==> config.mk <==
export PLATFORM = sky130hd
export DESIGN_NAME = acf_channel_filter_control
export DESIGN_NICKNAME = d
export VERILOG_FILES = /design/src/logic/acf_pkg.sv /design/src/logic/acf_channel_filter_control.sv
export SDC_FILE = /design/constraint.sdc
export NUM_CORES = 1
export LEC_CHECK = 0
export ABC_AREA = 1
export ABC_CLOCK_PERIOD_IN_PS = 8200
export BUFFER_PORTS_ARGS = -buffer_cell sky130_fd_sc_hd__buf_2
export CORE_UTILIZATION = 56
export CTS_BUF_LIST = sky130_fd_sc_hd__clkbuf_4 sky130_fd_sc_hd__clkbuf_8
export DETAILED_ROUTE_END_ITERATION = 16
export PLACE_DENSITY = 0.77
export SYNTH_ARGS = -nofsm -noshare
export SYNTH_HDL_FRONTEND = slang
export SYNTH_SLANG_ARGS = --single-unit
==> constraint.sdc <==
create_clock -name clk_sys -period 8.2 [get_ports clk_sys]
set_input_delay 1.64 -clock clk_sys [delete_from_list [all_inputs] [get_ports clk_sys]]
set_output_delay 1.64 -clock clk_sys [all_outputs]
set_load 0.02 [all_outputs]
==> src/logic/acf_pkg.sv <==
// shared constants and carrier types for the converter channel and filter control
package acf_pkg;
  // register byte addresses
  localparam logic [31:0] ACF_VT_CTRL_ADDR = 32'hFFFF0510;
  localparam logic [31:0] ACF_FLT_CFG_ADDR = 32'hFFFF0518;
  localparam logic [31:0] ACF_STATUS_ADDR = 32'hFFFF05F0;
  // reset values
  localparam logic [15:0] ACF_VT_CTRL_RST = 16'h0000;
  localparam logic [15:0] ACF_FLT_CFG_RST = 16'h0007;
  // field positions, control register
  localparam int ACF_VT_EN_BIT = 15;
  localparam int ACF_VT_EXC_LSB = 13;
  localparam int ACF_VT_CODE_BIT = 9;
  localparam int ACF_VT_SEL_LSB = 6;
  localparam int ACF_VT_REF_BIT = 4;
  // field positions, filter register
  localparam int ACF_FLT_CHOP_BIT = 15;
  localparam int ACF_FLT_RAVG_BIT = 14;
  localparam int ACF_FLT_AF_LSB = 8;
  localparam int ACF_FLT_NOTCH_BIT = 7;
  localparam int ACF_FLT_SF_LSB = 0;
  // timing: system clock, modulator rate, rate table
  localparam int ACF_CLK_HZ = 200_000_000;
  localparam int ACF_MOD_HZ = 512_000;
  localparam int ACF_SF_OSR = 64;
  localparam int ACF_SF_MAX_FORMULA = 125;
  localparam int ACF_RATE_60_HZ = 60;
  localparam int ACF_RATE_50_HZ = 50;
  localparam int ACF_RATE_MIN_HZ = 10;
  localparam int ACF_AF_OFFSET = 3;
  localparam int ACF_CHOP_DIV = 3;
  localparam int ACF_TICKS_60 = ACF_MOD_HZ / ACF_RATE_60_HZ;
  localparam int ACF_TICKS_50 = ACF_MOD_HZ / ACF_RATE_50_HZ;
  localparam int ACF_TICKS_MAX = ACF_MOD_HZ / ACF_RATE_MIN_HZ;
  // settling in output periods
  localparam int ACF_SETTLE_CHOP = 2;
  localparam int ACF_SETTLE_PLAIN = 3;
  localparam int ACF_SETTLE_AVG = 1;
  // start-up delay per converter
  localparam int ACF_STARTUP_NS = 60_000;
  localparam int ACF_STARTUP_CYC = (ACF_STARTUP_NS * (ACF_CLK_HZ / 1_000_000) + 999) / 1000;
  // avalon request from the master
  typedef struct packed {
    logic read;
    logic write;
    logic [31:0] address;
    logic [31:0] writedata;
    logic [3:0] byteenable;
  } acf_avl_req_t;
  // analog front-end settings of the voltage/temperature channel
  typedef struct packed {
    logic enable;
    logic srcExtTemp;
    logic srcSwGround;
    logic unipolar;
    logic [1:0] inputSel;
    logic refHalfSupply;
  } acf_vt_cfg_t;
  // decimation filter settings shared by both converters
  typedef struct packed {
    logic chop;
    logic runAverage;
    logic [5:0] avgFactor;
    logic secondNotch;
    logic [6:0] decimation;
  } acf_flt_cfg_t;
endpackage : acf_pkg

==> src/logic/acf_channel_filter_control.sv <==
// voltage/temperature channel and shared filter configuration with output rate timing
// Function
// - enable bit powers channel up or down
// - excitation field selects 50 uA sources
// - coding bit: one unipolar, zero twos complement
// - input select: battery, external, internal, short
// - reference bit: internal or half supply
// - modifying filter write resets both converters
// - chop: rate divided three when averaging zero
// - running average forced on during chop
// - six-bit averaging factor sets post-filter
// - modify bit adds second notch
// - rate is 512000 over (factor+1) times 64
// - factors 126, 127 force 60, 50 Hz
// - averaging divides rate by three plus factor
// - first result waits extra 60 us
// - slowest output rate held at 10 Hz
//
// The Avalon-MM interface to the registers was decided locally.
`timescale 1ns/1ps
`default_nettype none
module acf_channel_filter_control #(
  parameter int STARTUP_CYCLES = acf_pkg::ACF_STARTUP_CYC
) (
  // clock and reset
  input wire logic clk_sys,
  input wire logic sys_rst,
  // avalon-mm slave
  input wire acf_pkg::acf_avl_req_t avlReq,
  output logic [31:0] avlReaddata,
  output logic avlWaitrequest,
  // analog and filter settings
  output acf_pkg::acf_vt_cfg_t vtCfg,
  output acf_pkg::acf_flt_cfg_t fltCfg,
  // converter control and timing
  output logic convReset,
  output logic vtSampleStrobe,
  output logic vtSettled
);
  import acf_pkg::*;

  // sequencer states of the channel timing
  typedef enum logic [1:0] {ST_OFF, ST_START, ST_SETTLE, ST_RUN} acf_state_t;

  // output period in modulator ticks, with the rate floor applied
  function automatic logic [19:0] periodTicks(input logic [6:0] sf, input logic [5:0] af,
                                              input logic chop);
    logic [13:0] base;
    logic [6:0] mult;
    logic [20:0] prod;
    base = 14'((32'(sf) + 1) * ACF_SF_OSR);
    mult = 7'h01;
    if (sf == 7'h7E) begin
      base = 14'(ACF_TICKS_60);
    end else if (sf == 7'h7F) begin
      base = 14'(ACF_TICKS_50);
    end
    if (af != 6'h00) begin
      mult = 7'(32'(af) + ACF_AF_OFFSET);
    end else if (chop) begin
      // chop without averaging: plain factor of three, no extra term
      mult = 7'(ACF_CHOP_DIV);
    end
    prod = 21'(base) * 21'(mult);
    if (prod > 21'(ACF_TICKS_MAX)) begin
      prod = 21'(ACF_TICKS_MAX);
    end
    periodTicks = prod[19:0];
  endfunction : periodTicks

  // settling length in output periods
  function automatic logic [2:0] settlePeriods(input logic [5:0] af, input logic chop,
                                               input logic ravg);
    if (chop) begin
      settlePeriods = 3'(ACF_SETTLE_CHOP);
    end else if (af != 6'h00) begin
      settlePeriods = 3'(ACF_SETTLE_AVG + 32'(ravg));
    end else begin
      settlePeriods = 3'(ACF_SETTLE_PLAIN + 32'(ravg));
    end
  endfunction : settlePeriods

  // register storage
  logic [15:0] vtCtrl; // channel control word
  logic [15:0] fltWord; // filter configuration word
  logic vtEnPrev; // enable of the last cycle, for the rising edge
  logic [7:0] sampleCount; // results produced since start

  // timing state
  acf_state_t state;
  acf_state_t next_state;
  logic [28:0] phaseAcc; // fractional divider toward the modulator rate
  logic modTick; // one-cycle modulator enable
  logic [19:0] tickCount; // ticks within the current output period
  logic [15:0] startCount; // start-up delay counter
  logic [2:0] periodCount; // settling periods done

  // bus decode
  wire busReq = avlReq.read | avlReq.write;
  wire accept = busReq & avlWaitrequest; // first cycle of a request
  wire hitVt = avlReq.address == ACF_VT_CTRL_ADDR;
  wire hitFlt = avlReq.address == ACF_FLT_CFG_ADDR;
  wire hitStat = avlReq.address == ACF_STATUS_ADDR;
  wire commit = avlReq.write & ~avlWaitrequest; // write takes effect here
  wire [15:0] byteMask = {{8{avlReq.byteenable[1]}}, {8{avlReq.byteenable[0]}}};
  wire [15:0] vtMerged = (vtCtrl & ~byteMask) | (avlReq.writedata[15:0] & byteMask);
  wire [15:0] fltMerged = (fltWord & ~byteMask) | (avlReq.writedata[15:0] & byteMask);
  wire fltChanged = commit & hitFlt & (fltMerged != fltWord);
  wire vtWrite = commit & hitVt;

  // status word: settled, busy and sample count
  wire busy = (state == ST_START) | (state == ST_SETTLE);
  wire [15:0] statusWord = {sampleCount, 6'h00, busy, vtSettled};
  wire [15:0] readMux = hitVt ? vtCtrl :
                        hitFlt ? fltWord :
                        hitStat ? statusWord : 16'h0000; // unmapped reads zero

  // decoded filter fields
  wire chopOn = fltWord[ACF_FLT_CHOP_BIT];
  wire [5:0] afVal = fltWord[ACF_FLT_AF_LSB +: 6];
  wire [6:0] sfVal = fltWord[ACF_FLT_SF_LSB +: 7];
  wire ravgEff = fltWord[ACF_FLT_RAVG_BIT] | chopOn;
  wire [19:0] periodLen = periodTicks(sfVal, afVal, chopOn);
  wire [2:0] settleLen = settlePeriods(afVal, chopOn, ravgEff);
  wire vtOn = vtCtrl[ACF_VT_EN_BIT];
  wire restart = fltChanged | (vtOn & ~vtEnPrev);
  wire periodEnd = modTick & (tickCount >= periodLen - 20'h00001);
  wire [28:0] phaseSum = phaseAcc + 29'(ACF_MOD_HZ);

  // avalon handshake: one wait cycle, then a single low cycle
  always_ff @(posedge clk_sys) begin
    if (sys_rst) begin
      avlWaitrequest <= 1'b1;
      avlReaddata <= 32'h00000000;
    end else begin
      avlWaitrequest <= ~accept;
      if (accept) begin
        avlReaddata <= {16'h0000, readMux};
      end
    end
  end

  // channel control register; reserved bits are stored as written
  always_ff @(posedge clk_sys) begin
    if (sys_rst) begin
      vtCtrl <= ACF_VT_CTRL_RST;
    end else if (vtWrite) begin
      vtCtrl <= vtMerged;
    end
  end

  // filter register
  always_ff @(posedge clk_sys) begin
    if (sys_rst) begin
      fltWord <= ACF_FLT_CFG_RST;
    end else if (commit & hitFlt) begin
      fltWord <= fltMerged;
    end
  end

  // converter reset pulse after a modifying filter write
  always_ff @(posedge clk_sys) begin
    if (sys_rst) begin
      convReset <= 1'b0;
    end else begin
      convReset <= fltChanged;
    end
  end

  // analog settings leave through flops so they never glitch
  always_ff @(posedge clk_sys) begin
    if (sys_rst) begin
      vtCfg <= '0;
    end else begin
      vtCfg.enable <= vtOn;
      vtCfg.srcExtTemp <= vtCtrl[ACF_VT_EXC_LSB];
      vtCfg.srcSwGround <= vtCtrl[ACF_VT_EXC_LSB + 1];
      vtCfg.unipolar <= vtCtrl[ACF_VT_CODE_BIT];
      vtCfg.inputSel <= vtCtrl[ACF_VT_SEL_LSB +: 2];
      vtCfg.refHalfSupply <= vtCtrl[ACF_VT_REF_BIT];
    end
  end

  // filter settings to the decimator
  always_ff @(posedge clk_sys) begin
    if (sys_rst) begin
      fltCfg <= '0;
    end else begin
      fltCfg.chop <= chopOn;
      fltCfg.runAverage <= ravgEff;
      fltCfg.avgFactor <= afVal;
      fltCfg.secondNotch <= fltWord[ACF_FLT_NOTCH_BIT];
      fltCfg.decimation <= sfVal;
    end
  end

  // fractional divider: 200 MHz is no whole multiple of the modulator rate,
  // so the tick jitters by one cycle while the mean rate stays exact
  // the divider is held at zero during start-up so that settling spans whole
  // output periods; a free-running phase would cut the first period short
  always_ff @(posedge clk_sys) begin
    if (sys_rst) begin
      phaseAcc <= 29'h00000000;
      modTick <= 1'b0;
    end else if (state == ST_START) begin
      phaseAcc <= 29'h00000000;
      modTick <= 1'b0;
    end else if (phaseSum >= 29'(ACF_CLK_HZ)) begin
      phaseAcc <= phaseSum - 29'(ACF_CLK_HZ);
      modTick <= 1'b1;
    end else begin
      phaseAcc <= phaseSum;
      modTick <= 1'b0;
    end
  end

  // next state of the channel sequencer
  always_comb begin
    next_state = state;
    case (state)
      ST_OFF: begin
        if (vtOn) begin
          next_state = ST_START;
        end
      end
      ST_START: begin
        if (startCount >= 16'(STARTUP_CYCLES - 1)) begin
          next_state = ST_SETTLE;
        end
      end
      ST_SETTLE: begin
        if (periodEnd & (periodCount >= settleLen - 3'h1)) begin
          next_state = ST_RUN;
        end
      end
      ST_RUN: begin
        next_state = ST_RUN;
      end
      default: begin
        next_state = ST_OFF;
      end
    endcase
    if (!vtOn) begin
      next_state = ST_OFF;
    end else if (restart) begin
      next_state = ST_START;
    end
  end

  // sequencer registers; a restart clears all counts, except startCount when it comes while already in ST_START
  always_ff @(posedge clk_sys) begin
    if (sys_rst) begin
      state <= ST_OFF;
      vtEnPrev <= 1'b0;
    end else begin
      state <= next_state;
      vtEnPrev <= vtOn;
    end
  end

  // start-up delay and period counters
  always_ff @(posedge clk_sys) begin
    if (sys_rst || next_state != state || state == ST_OFF) begin
      startCount <= 16'h0000;
      tickCount <= 20'h00000;
      periodCount <= 3'h0;
    end else begin
      if (state == ST_START) begin
        startCount <= startCount + 16'h0001;
      end
      if (periodEnd) begin
        tickCount <= 20'h00000;
        if (state == ST_SETTLE) begin
          periodCount <= periodCount + 3'h1;
        end
      end else if (modTick && state != ST_START) begin
        tickCount <= tickCount + 20'h00001;
      end
    end
  end

  // result strobe once settled, and settled flag
  always_ff @(posedge clk_sys) begin
    if (sys_rst) begin
      vtSampleStrobe <= 1'b0;
      vtSettled <= 1'b0;
      sampleCount <= 8'h00;
    end else begin
      vtSampleStrobe <= (state == ST_RUN) & periodEnd & vtOn & ~restart;
      vtSettled <= next_state == ST_RUN;
      if (restart || !vtOn) begin
        sampleCount <= 8'h00;
      end else if (state == ST_RUN && periodEnd) begin
        sampleCount <= sampleCount + 8'h01; // wraps, a coarse activity sign only
      end
    end
  end
endmodule : acf_channel_filter_control
`default_nettype wire

Yosys cells after proc, flatten, opt, wreduce, memory -nomap -nowiden
Index checks and enable logic that the tools add are counted.
{ "totals": {"word_cells": 109, "output_inout_bits": 59, "regBits": 154, "inputBits": 72} }
{ "op_classes": {"order_cmp": 5, "n_mul": 1, "n_bitwise": 25, "reduce_logical": 12, "mux": 17, "addsub": 12, "eq_ne": 12} }
{ "ops": {"columns": ["op", "n"], "rows": [
  ["32-bit == test (second input constant)", 3],
  ["16-bit bitwise AND", 3],
  ["16-bit two-way mux", 3],
  ["16-bit OR", 2],
  ["29-bit by 19-bit adder with 29-bit output (second input constant)", 1],
  ["29-bit by 28-bit greater-or-equal comparator with 1-bit output (second input constant)", 1],
  ["29-bit two-way mux", 1],
  ["29-bit by 28-bit subtractor with 29-bit output (second input constant)", 1],
  ["14-bit two-way mux", 2],
  ["21-bit by 16-bit > comparator with 1-bit output (second input constant)", 1],
  ["14-bit by 7-bit multiplier with 21-bit output", 1],
  ["20-bit by 1-bit adder with 20-bit output (second input constant)", 1],
  ["20-bit greater-or-equal comparator", 1],
  ["20-bit two-way mux", 1],
  ["20-bit by 1-bit subtractor with 20-bit output (second input constant)", 1],
  ["16-bit by 1-bit adder with 16-bit output (second input constant)", 1],
  ["16-bit by 14-bit greater-or-equal comparator with 1-bit output (second input constant)", 1],
  ["16-bit != test", 1],
  ["16-bit NOT", 1],
  ["7-bit == test (second input constant)", 2],
  ["1-bit bitwise AND", 11],
  ["2-bit two-way mux", 5],
  ["7-bit by 1-bit adder with 8-bit output (second input constant)", 1],
  ["8-bit by 1-bit adder with 8-bit output (second input constant)", 1],
  ["23 further kinds", 37]
]} }

Logic depth before layout (Yosys ltp)
{ "logic_depth": {"ltp_word": 18, "depth_mapped": 54, "mapped_depth_nobuf": 52} }

Least setup slack after synthesis
No wires, ideal clock.
{ "synth_path": {"kind": "reg-to-reg", "startpoint": "reg fltWord[8]", "endpoint": "reg sampleCount[6]", "slack_ps": 411, "arrival_ps": 7725, "t_required_ps": 8136, "path_buffers": 1, "stages_incl_launch_ff": 51, "synth_period_minus_slack_ps": 7789, "setup_ps": 64, "path_cell_list": "dfxtp_1 -> inv_1 -> ha_1 -> nor2_1 -> nand2_1 -> nor3_1 -> inv_1 -> or2_2 -> fa_1 -> inv_1 -> fa_1 -> fa_1 -> inv_1 -> fa_1 -> inv_1 -> ha_1 -> nand2_1 -> inv_1 -> (+15 left out) -> nor2_4 -> xor2_1 -> inv_1 -> ha_1 -> nand2_1 -> nor2_1 -> nand2_1 -> nor3_1 -> nand2_1 -> nand4_1 -> nand2_1 -> nor2_1 -> inv_1 -> nor3_1 -> nand2_1 -> o21ai_0 -> nand2_1 -> nor2_1"} }
{ "synth_between": {"elab_chain_cells": 9, "elab_cells_between_ends": 17, "classes_between": "2 x add/sub; 1 x mul; 2 x order compare; 1 x eq/ne; 2 x mux; 5 x bitwise; 4 x reduce/logical"} }
{ "synth_lines": {"columns": ["item", "line_no", "text"], "rows": [
  ["from (decl)", "acf_channel_filter_control.sv:85", "logic [15:0] fltWord;"],
  ["from (signal assigned)", "acf_channel_filter_control.sv:157", "fltWord <= fltMerged;"],
  ["6-bit by 2-bit adder with 7-bit output or 6-bit nonzero test (tied branches)", "acf_channel_filter_control.sv:59, acf_channel_filter_control.sv:58", null],
  ["7-bit two-way mux", "acf_channel_filter_control.sv:58", "if (af != 6'h00) begin"],
  ["14-bit by 7-bit multiplier with 21-bit output", "acf_channel_filter_control.sv:64", "prod = 21'(base) * 21'(mult);"],
  ["21-bit by 16-bit > comparator with 1-bit output", "acf_channel_filter_control.sv:65", "if (prod > 21'(ACF_TICKS_MAX)) begin"],
  ["20-bit two-way mux", "acf_channel_filter_control.sv:65", null],
  ["20-bit by 1-bit subtractor with 20-bit output", "acf_channel_filter_control.sv:127", "wire periodEnd = modTick & (tickCount >= periodLen - 20'h00001);"],
  ["20-bit greater-or-equal comparator", "acf_channel_filter_control.sv:127", null],
  ["1-bit bitwise AND", "acf_channel_filter_control.sv:127", null],
  ["1-bit logical AND", "acf_channel_filter_control.sv:293", "end else if (state == ST_RUN && periodEnd) begin"],
  ["to (signal assigned)", "acf_channel_filter_control.sv:294", "sampleCount <= sampleCount + 8'h01;"],
  ["to (decl)", "acf_channel_filter_control.sv:87", "logic [7:0] sampleCount;"]
]} }
Several ways; a longest one is shown, not always the timed one.
A chain may end at the register's enable or synchronous reset.

Worst setup path after layout
{ "layout_path": {"startpoint": "reg fltWord[1]", "endpoint": "reg tickCount[17]"} }
{ "layout_between": {"elab_chain_cells": 18, "elab_cells_between_ends": 25, "classes_between": "2 x add/sub; 1 x mul; 2 x order compare; 4 x eq/ne; 7 x mux; 6 x bitwise; 3 x reduce/logical"} }
{ "layout_lines": {"columns": ["item", "line_no", "text"], "rows": [
  ["7-bit by 1-bit adder with 8-bit output or 7-bit == test (tied branches)", "acf_channel_filter_control.sv:51, acf_channel_filter_control.sv:55", null],
  ["14-bit two-way mux", "acf_channel_filter_control.sv:55", "end else if (sf == 7'h7F) begin"],
  ["14-bit two-way mux", "acf_channel_filter_control.sv:53", "if (sf == 7'h7E) begin"],
  ["14-bit by 7-bit multiplier with 21-bit output", "acf_channel_filter_control.sv:64", null],
  ["21-bit by 16-bit > comparator with 1-bit output", "acf_channel_filter_control.sv:65", null],
  ["20-bit two-way mux", "acf_channel_filter_control.sv:65", null],
  ["20-bit by 1-bit subtractor with 20-bit output", "acf_channel_filter_control.sv:127", null],
  ["20-bit greater-or-equal comparator", "acf_channel_filter_control.sv:127", null],
  ["1-bit bitwise AND", "acf_channel_filter_control.sv:127", null],
  ["1-bit bitwise AND", "acf_channel_filter_control.sv:232", "if (periodEnd & (periodCount >= settleLen - 3'h1)) begin"],
  ["2-bit two-way mux", "acf_channel_filter_control.sv:232", null],
  ["2-bit case mux with 4 select lines", "acf_channel_filter_control.sv:220", "case (state)"],
  ["2-bit two-way mux", "acf_channel_filter_control.sv:245", "end else if (restart) begin"],
  ["2-bit two-way mux", "acf_channel_filter_control.sv:243", "if (!vtOn) begin"],
  ["2-bit != test", "acf_channel_filter_control.sv:263", "if (sys_rst || next_state != state || state == ST_OFF) begin"],
  ["1-bit logical OR (2 in a row)", "acf_channel_filter_control.sv:263", null],
  ["2-bit OR reduction (no line) (*)", null, null],
  ["to (signal assigned)", "acf_channel_filter_control.sv:277", "tickCount <= tickCount + 20'h00001;"],
  ["to (decl)", "acf_channel_filter_control.sv:94", "logic [19:0] tickCount;"]
]} }
Mark *: on every way between the ends. The rest lies on a longest branch, timed or not.

==> run summary <==
Clock latency reported for the late side of the worst-skew pair: 0.49 ns. Areal power density over the cells: 114 nW/µm². Summed over all instances, the cell type with the most area after synthesis is sky130_fd_sc_hd__dfxtp_1.

The tools report the area of the core as 19,700 µm². The logs give 21.6 mm for the sum of net half-perimeters after detailed placement and 0 for the final hold violation count. The run finished with clean final reports. The synthesized design contains 0 enable-type register cells. In this run the worst setup path begins at fltWord[1]. In this design, the stage delay of the slowest critical-path cell is 0.52 ns.

Counting the fill cells in the layout gives 1,644. The fraction of synthesized cell area taken by the top area cell type is 0.255. The worst setup path is launched from a flip-flop.

The number of cells on the worst reg-to-reg path was 50. Setup total negative slack on the finished layout was measured at 0 ns. Summed over all layers, the global routing overflow is 0.

The portion of the post-synthesis area used by sequential elements came out at 0.255. The run gives 0 as the number of nets with antenna violations after routing. The width of the die was 145 µm; the largest buffer count on any clock path was 2.

The reg-to-reg setup timing slack is 0.30 ns. The via-per-instance ratio was 5.38. In the final design database the tool counted 1,996 nets. After layout, the worst setup slack is 0.295 ns. The run gives 0.0352 ns as the worst-case clock skew. Summing over every cut layer, the via total after detailed routing is 11,179. The logs give 127 MHz for the highest attainable clock frequency and 6.39 nW for the static leakage.

The pin count of the biggest net entering global routing was 47. The number of antenna violations at the first check in global routing is 1, and the maximum fanout along the worst path is 7. The hold-critical path depth works out to 2. The critical path endpoint category was a flip-flop. Pin placement for this block handled 131 I/O pins.

The run gives 0.913 as the routability-driven placement congestion ratio. The sum of routed wire length over all layers was 29.2 mm. The run gives 17 as the number of buffers added by the clock tree synthesis step. By area the synthesized netlist is led by sky130_fd_sc_hd__dfxtp_1 26%, sky130_fd_sc_hd__nand2_1 13%, sky130_fd_sc_hd__ha_1 9.8%. The peak ir drop on the vdd network came out at 0.0000904 V.

The type of the worst min-delay path was reg -> reg. The total of max-cap violations came out at 0. In the synthesized netlist, the cells that appear most often are 379 x sky130_fd_sc_hd__nand2_1, 246 x sky130_fd_sc_hd__inv_1, 230 x sky130_fd_sc_hd__nor2_1. The number of antenna diodes in the final layout is 0. Dividing the synthesized area by the synthesized cell count gives 6.85 µm².

The tree built by TritonCTS fans out to 145 sinks. Start of the worst register-to-register path: fltWord[1]. The time the worst path needs with I/O delays and setup is 7.90 ns. The share of the clock period used by the worst path after layout is 0.964, and the site row count is 51. Clock-pin slew was measured on the worst setup and hold paths at 0.09 ns.

Remaining max-slew budget at the tightest pin: 0.332. Cell type with the highest occurrence count on the critical path: sky130_fd_sc_hd__nand2_1. Effective utilization at floorplan: 0.577.

In the final routed layout, each cell accounts on average for 14.1 µm. The root buffer cell is sky130_fd_sc_hd__clkbuf_8. Synthesis inferred 145 register bits. After technology mapping, the gate count stands at 1,661.

Among all flip-flop cells after synthesis, the most frequent one is sky130_fd_sc_hd__dfxtp_1. On the critical path, the stage with the largest delay is an instance of sky130_fd_sc_hd__fa_1. The floorplan step defined a die boundary enclosing 20,900 µm². The netlist uses 55 different library cells.

The fraction of layout instances using a drive strength above 1 is 0.179, and the number of global-route vias before repair is 10,034. From synthesis to final layout, the design area changed by 16.8%. The number of DRC markers in iteration 0 is 580, and the wire length of the first global-routing pass is 45.3 mm. TritonCTS built the clock tree. The transition at the pin with the smallest max-transition slack was 1.00 ns. In this run the tool buffered the top-level ports with 96 buffer cells.

After detailed routing, the number of remaining DRC violations is 0. CTS built an H-tree with a depth of 4. The first-pass detailed-route iteration total is 7, and the number of warning messages in the yosys log is 0. The tools report the final design utilization as 0.674. The floorplan step set the die height to 145 µm. At the worst endpoint, the required time is 8.60 ns. The category of cells accounting for the largest share of critical-path delay was simple AND/OR/NAND/NOR gates. The critical path contains buffers and inverters numbering 7 combined. Data arrives at the worst endpoint at 8.30 ns. The final total power is 0.00151 W. The worst setup path is of the reg -> reg kind. The max-slew violation total from the final report is 0, and the pre-CTS setup slack is -0.0807 ns. Number of stages on the worst setup path: 50. Among all cell types in the netlist, the one instantiated most often is sky130_fd_sc_hd__nand2_1. Setup violations remaining at the end of the flow were counted as 0.

The async set-reset flop share out of synthesis was 0. The total global-route track usage is 0.271, and the cell area after technology mapping is 11,400 µm². In this run, post-CTS hold repair placed 0 buffers.
layout by cell type, fill, tap and decap left out, drive strengths merged, types with 37 or more instances in the layout:
master  count
a21oi      94
nor2      249
fa         37
buf       145
xor2       50
ha         89
o21ai      57
dfxtp     145
nand2     386
nand3      87
nand4      47
inv       257
final timing paths:
path | to
worst max-delay path | tickCount[17]
worst min-delay path | vtCfg[0]
worst max register to register | tickCount[17]
worst min register to register | vtCfg[0]
area by class of cell:
type / instances / area, µm² / share of cell area
multi-input cells: 1235 / 7780 / 0.585
clock buffers: 19 / 262 / 0.0197
repair buffers: 147 / 942 / 0.0709
flip-flops and latches: 145 / 2910 / 0.219
clock inverters: 13 / 118 / 0.00885
well taps: 265 / 332 / 0.0249
inverters: 252 / 951 / 0.0715
worst reg2reg max path: cells and delay by family (launching register included):
| kind | cells | cell delay (ns) |
|---|---|---|
| AND/OR/NAND/NOR | 31 | 3.53 |
| adder cells (fa/ha/maj) | 8 | 2.69 |
| buffers and inverters | 7 | 0.64 |
| AO/OA/AOI/OAI | 3 | 0.48 |
| flip-flops | 1 | 0.38 |
| XOR/XNOR | 1 | 0.13 |
per-stage QoR:
step / instances / instance area (µm²) / hold slack, ns
after floorplan: 1676 / 11400 / 0.425
after global placement: 2027 / 12200 / 0.448
after detailed placement: 2027 / 12200 / 0.443
after CTS: 2059 / 12600 / 0.454
after global routing: 2076 / 13300 / 0.490
final: 2076 / 13300 / 0.451
repair_timing:
action                                 CTS  global route
pin swaps                                0            45
gates resized for setup                  2           127
endpoints found under the hold margin    0             0
setup endpoints to repair               35            50
gates cloned                             0             5
buffers inserted                         0            12
power breakdown:
part | switching [W] | total [W] | internal [W]
registers | 0.0000118 | 0.000731 | 0.000719
logic | 0.000152 | 0.000228 | 0.0000761
clock network | 0.000319 | 0.000555 | 0.000236
total | 0.000483 | 0.00151 | 0.00103
cell families (layout without fill, tap and decap cells):
group	Yosys count	count (layout)	synth area share
adders and majority gates	126	126	0.163
and+or+nand+nor	822	824	0.318
DFF	145	145	0.255
xor gates and xnor gates	63	63	0.0498
buffers and inverters	298	431	0.109
other	1	16	0.000330
AOI/OAI and AO/OA	206	206	0.105
per-layer routing:
| metal | vias to the layer above | track usage | routed length, µm |
|---|---|---|---|
| met5 | - | 0 | 13 |
| met4 | 2 | 0.0942 | 748 |
| met3 | 57 | 0.0530 | 1440 |
| met2 | 319 | 0.470 | 14300 |
| met1 | 5193 | 0.333 | 12700 |
| li1 | 5608 | - | - |
(Power assumes the default switching activity.)
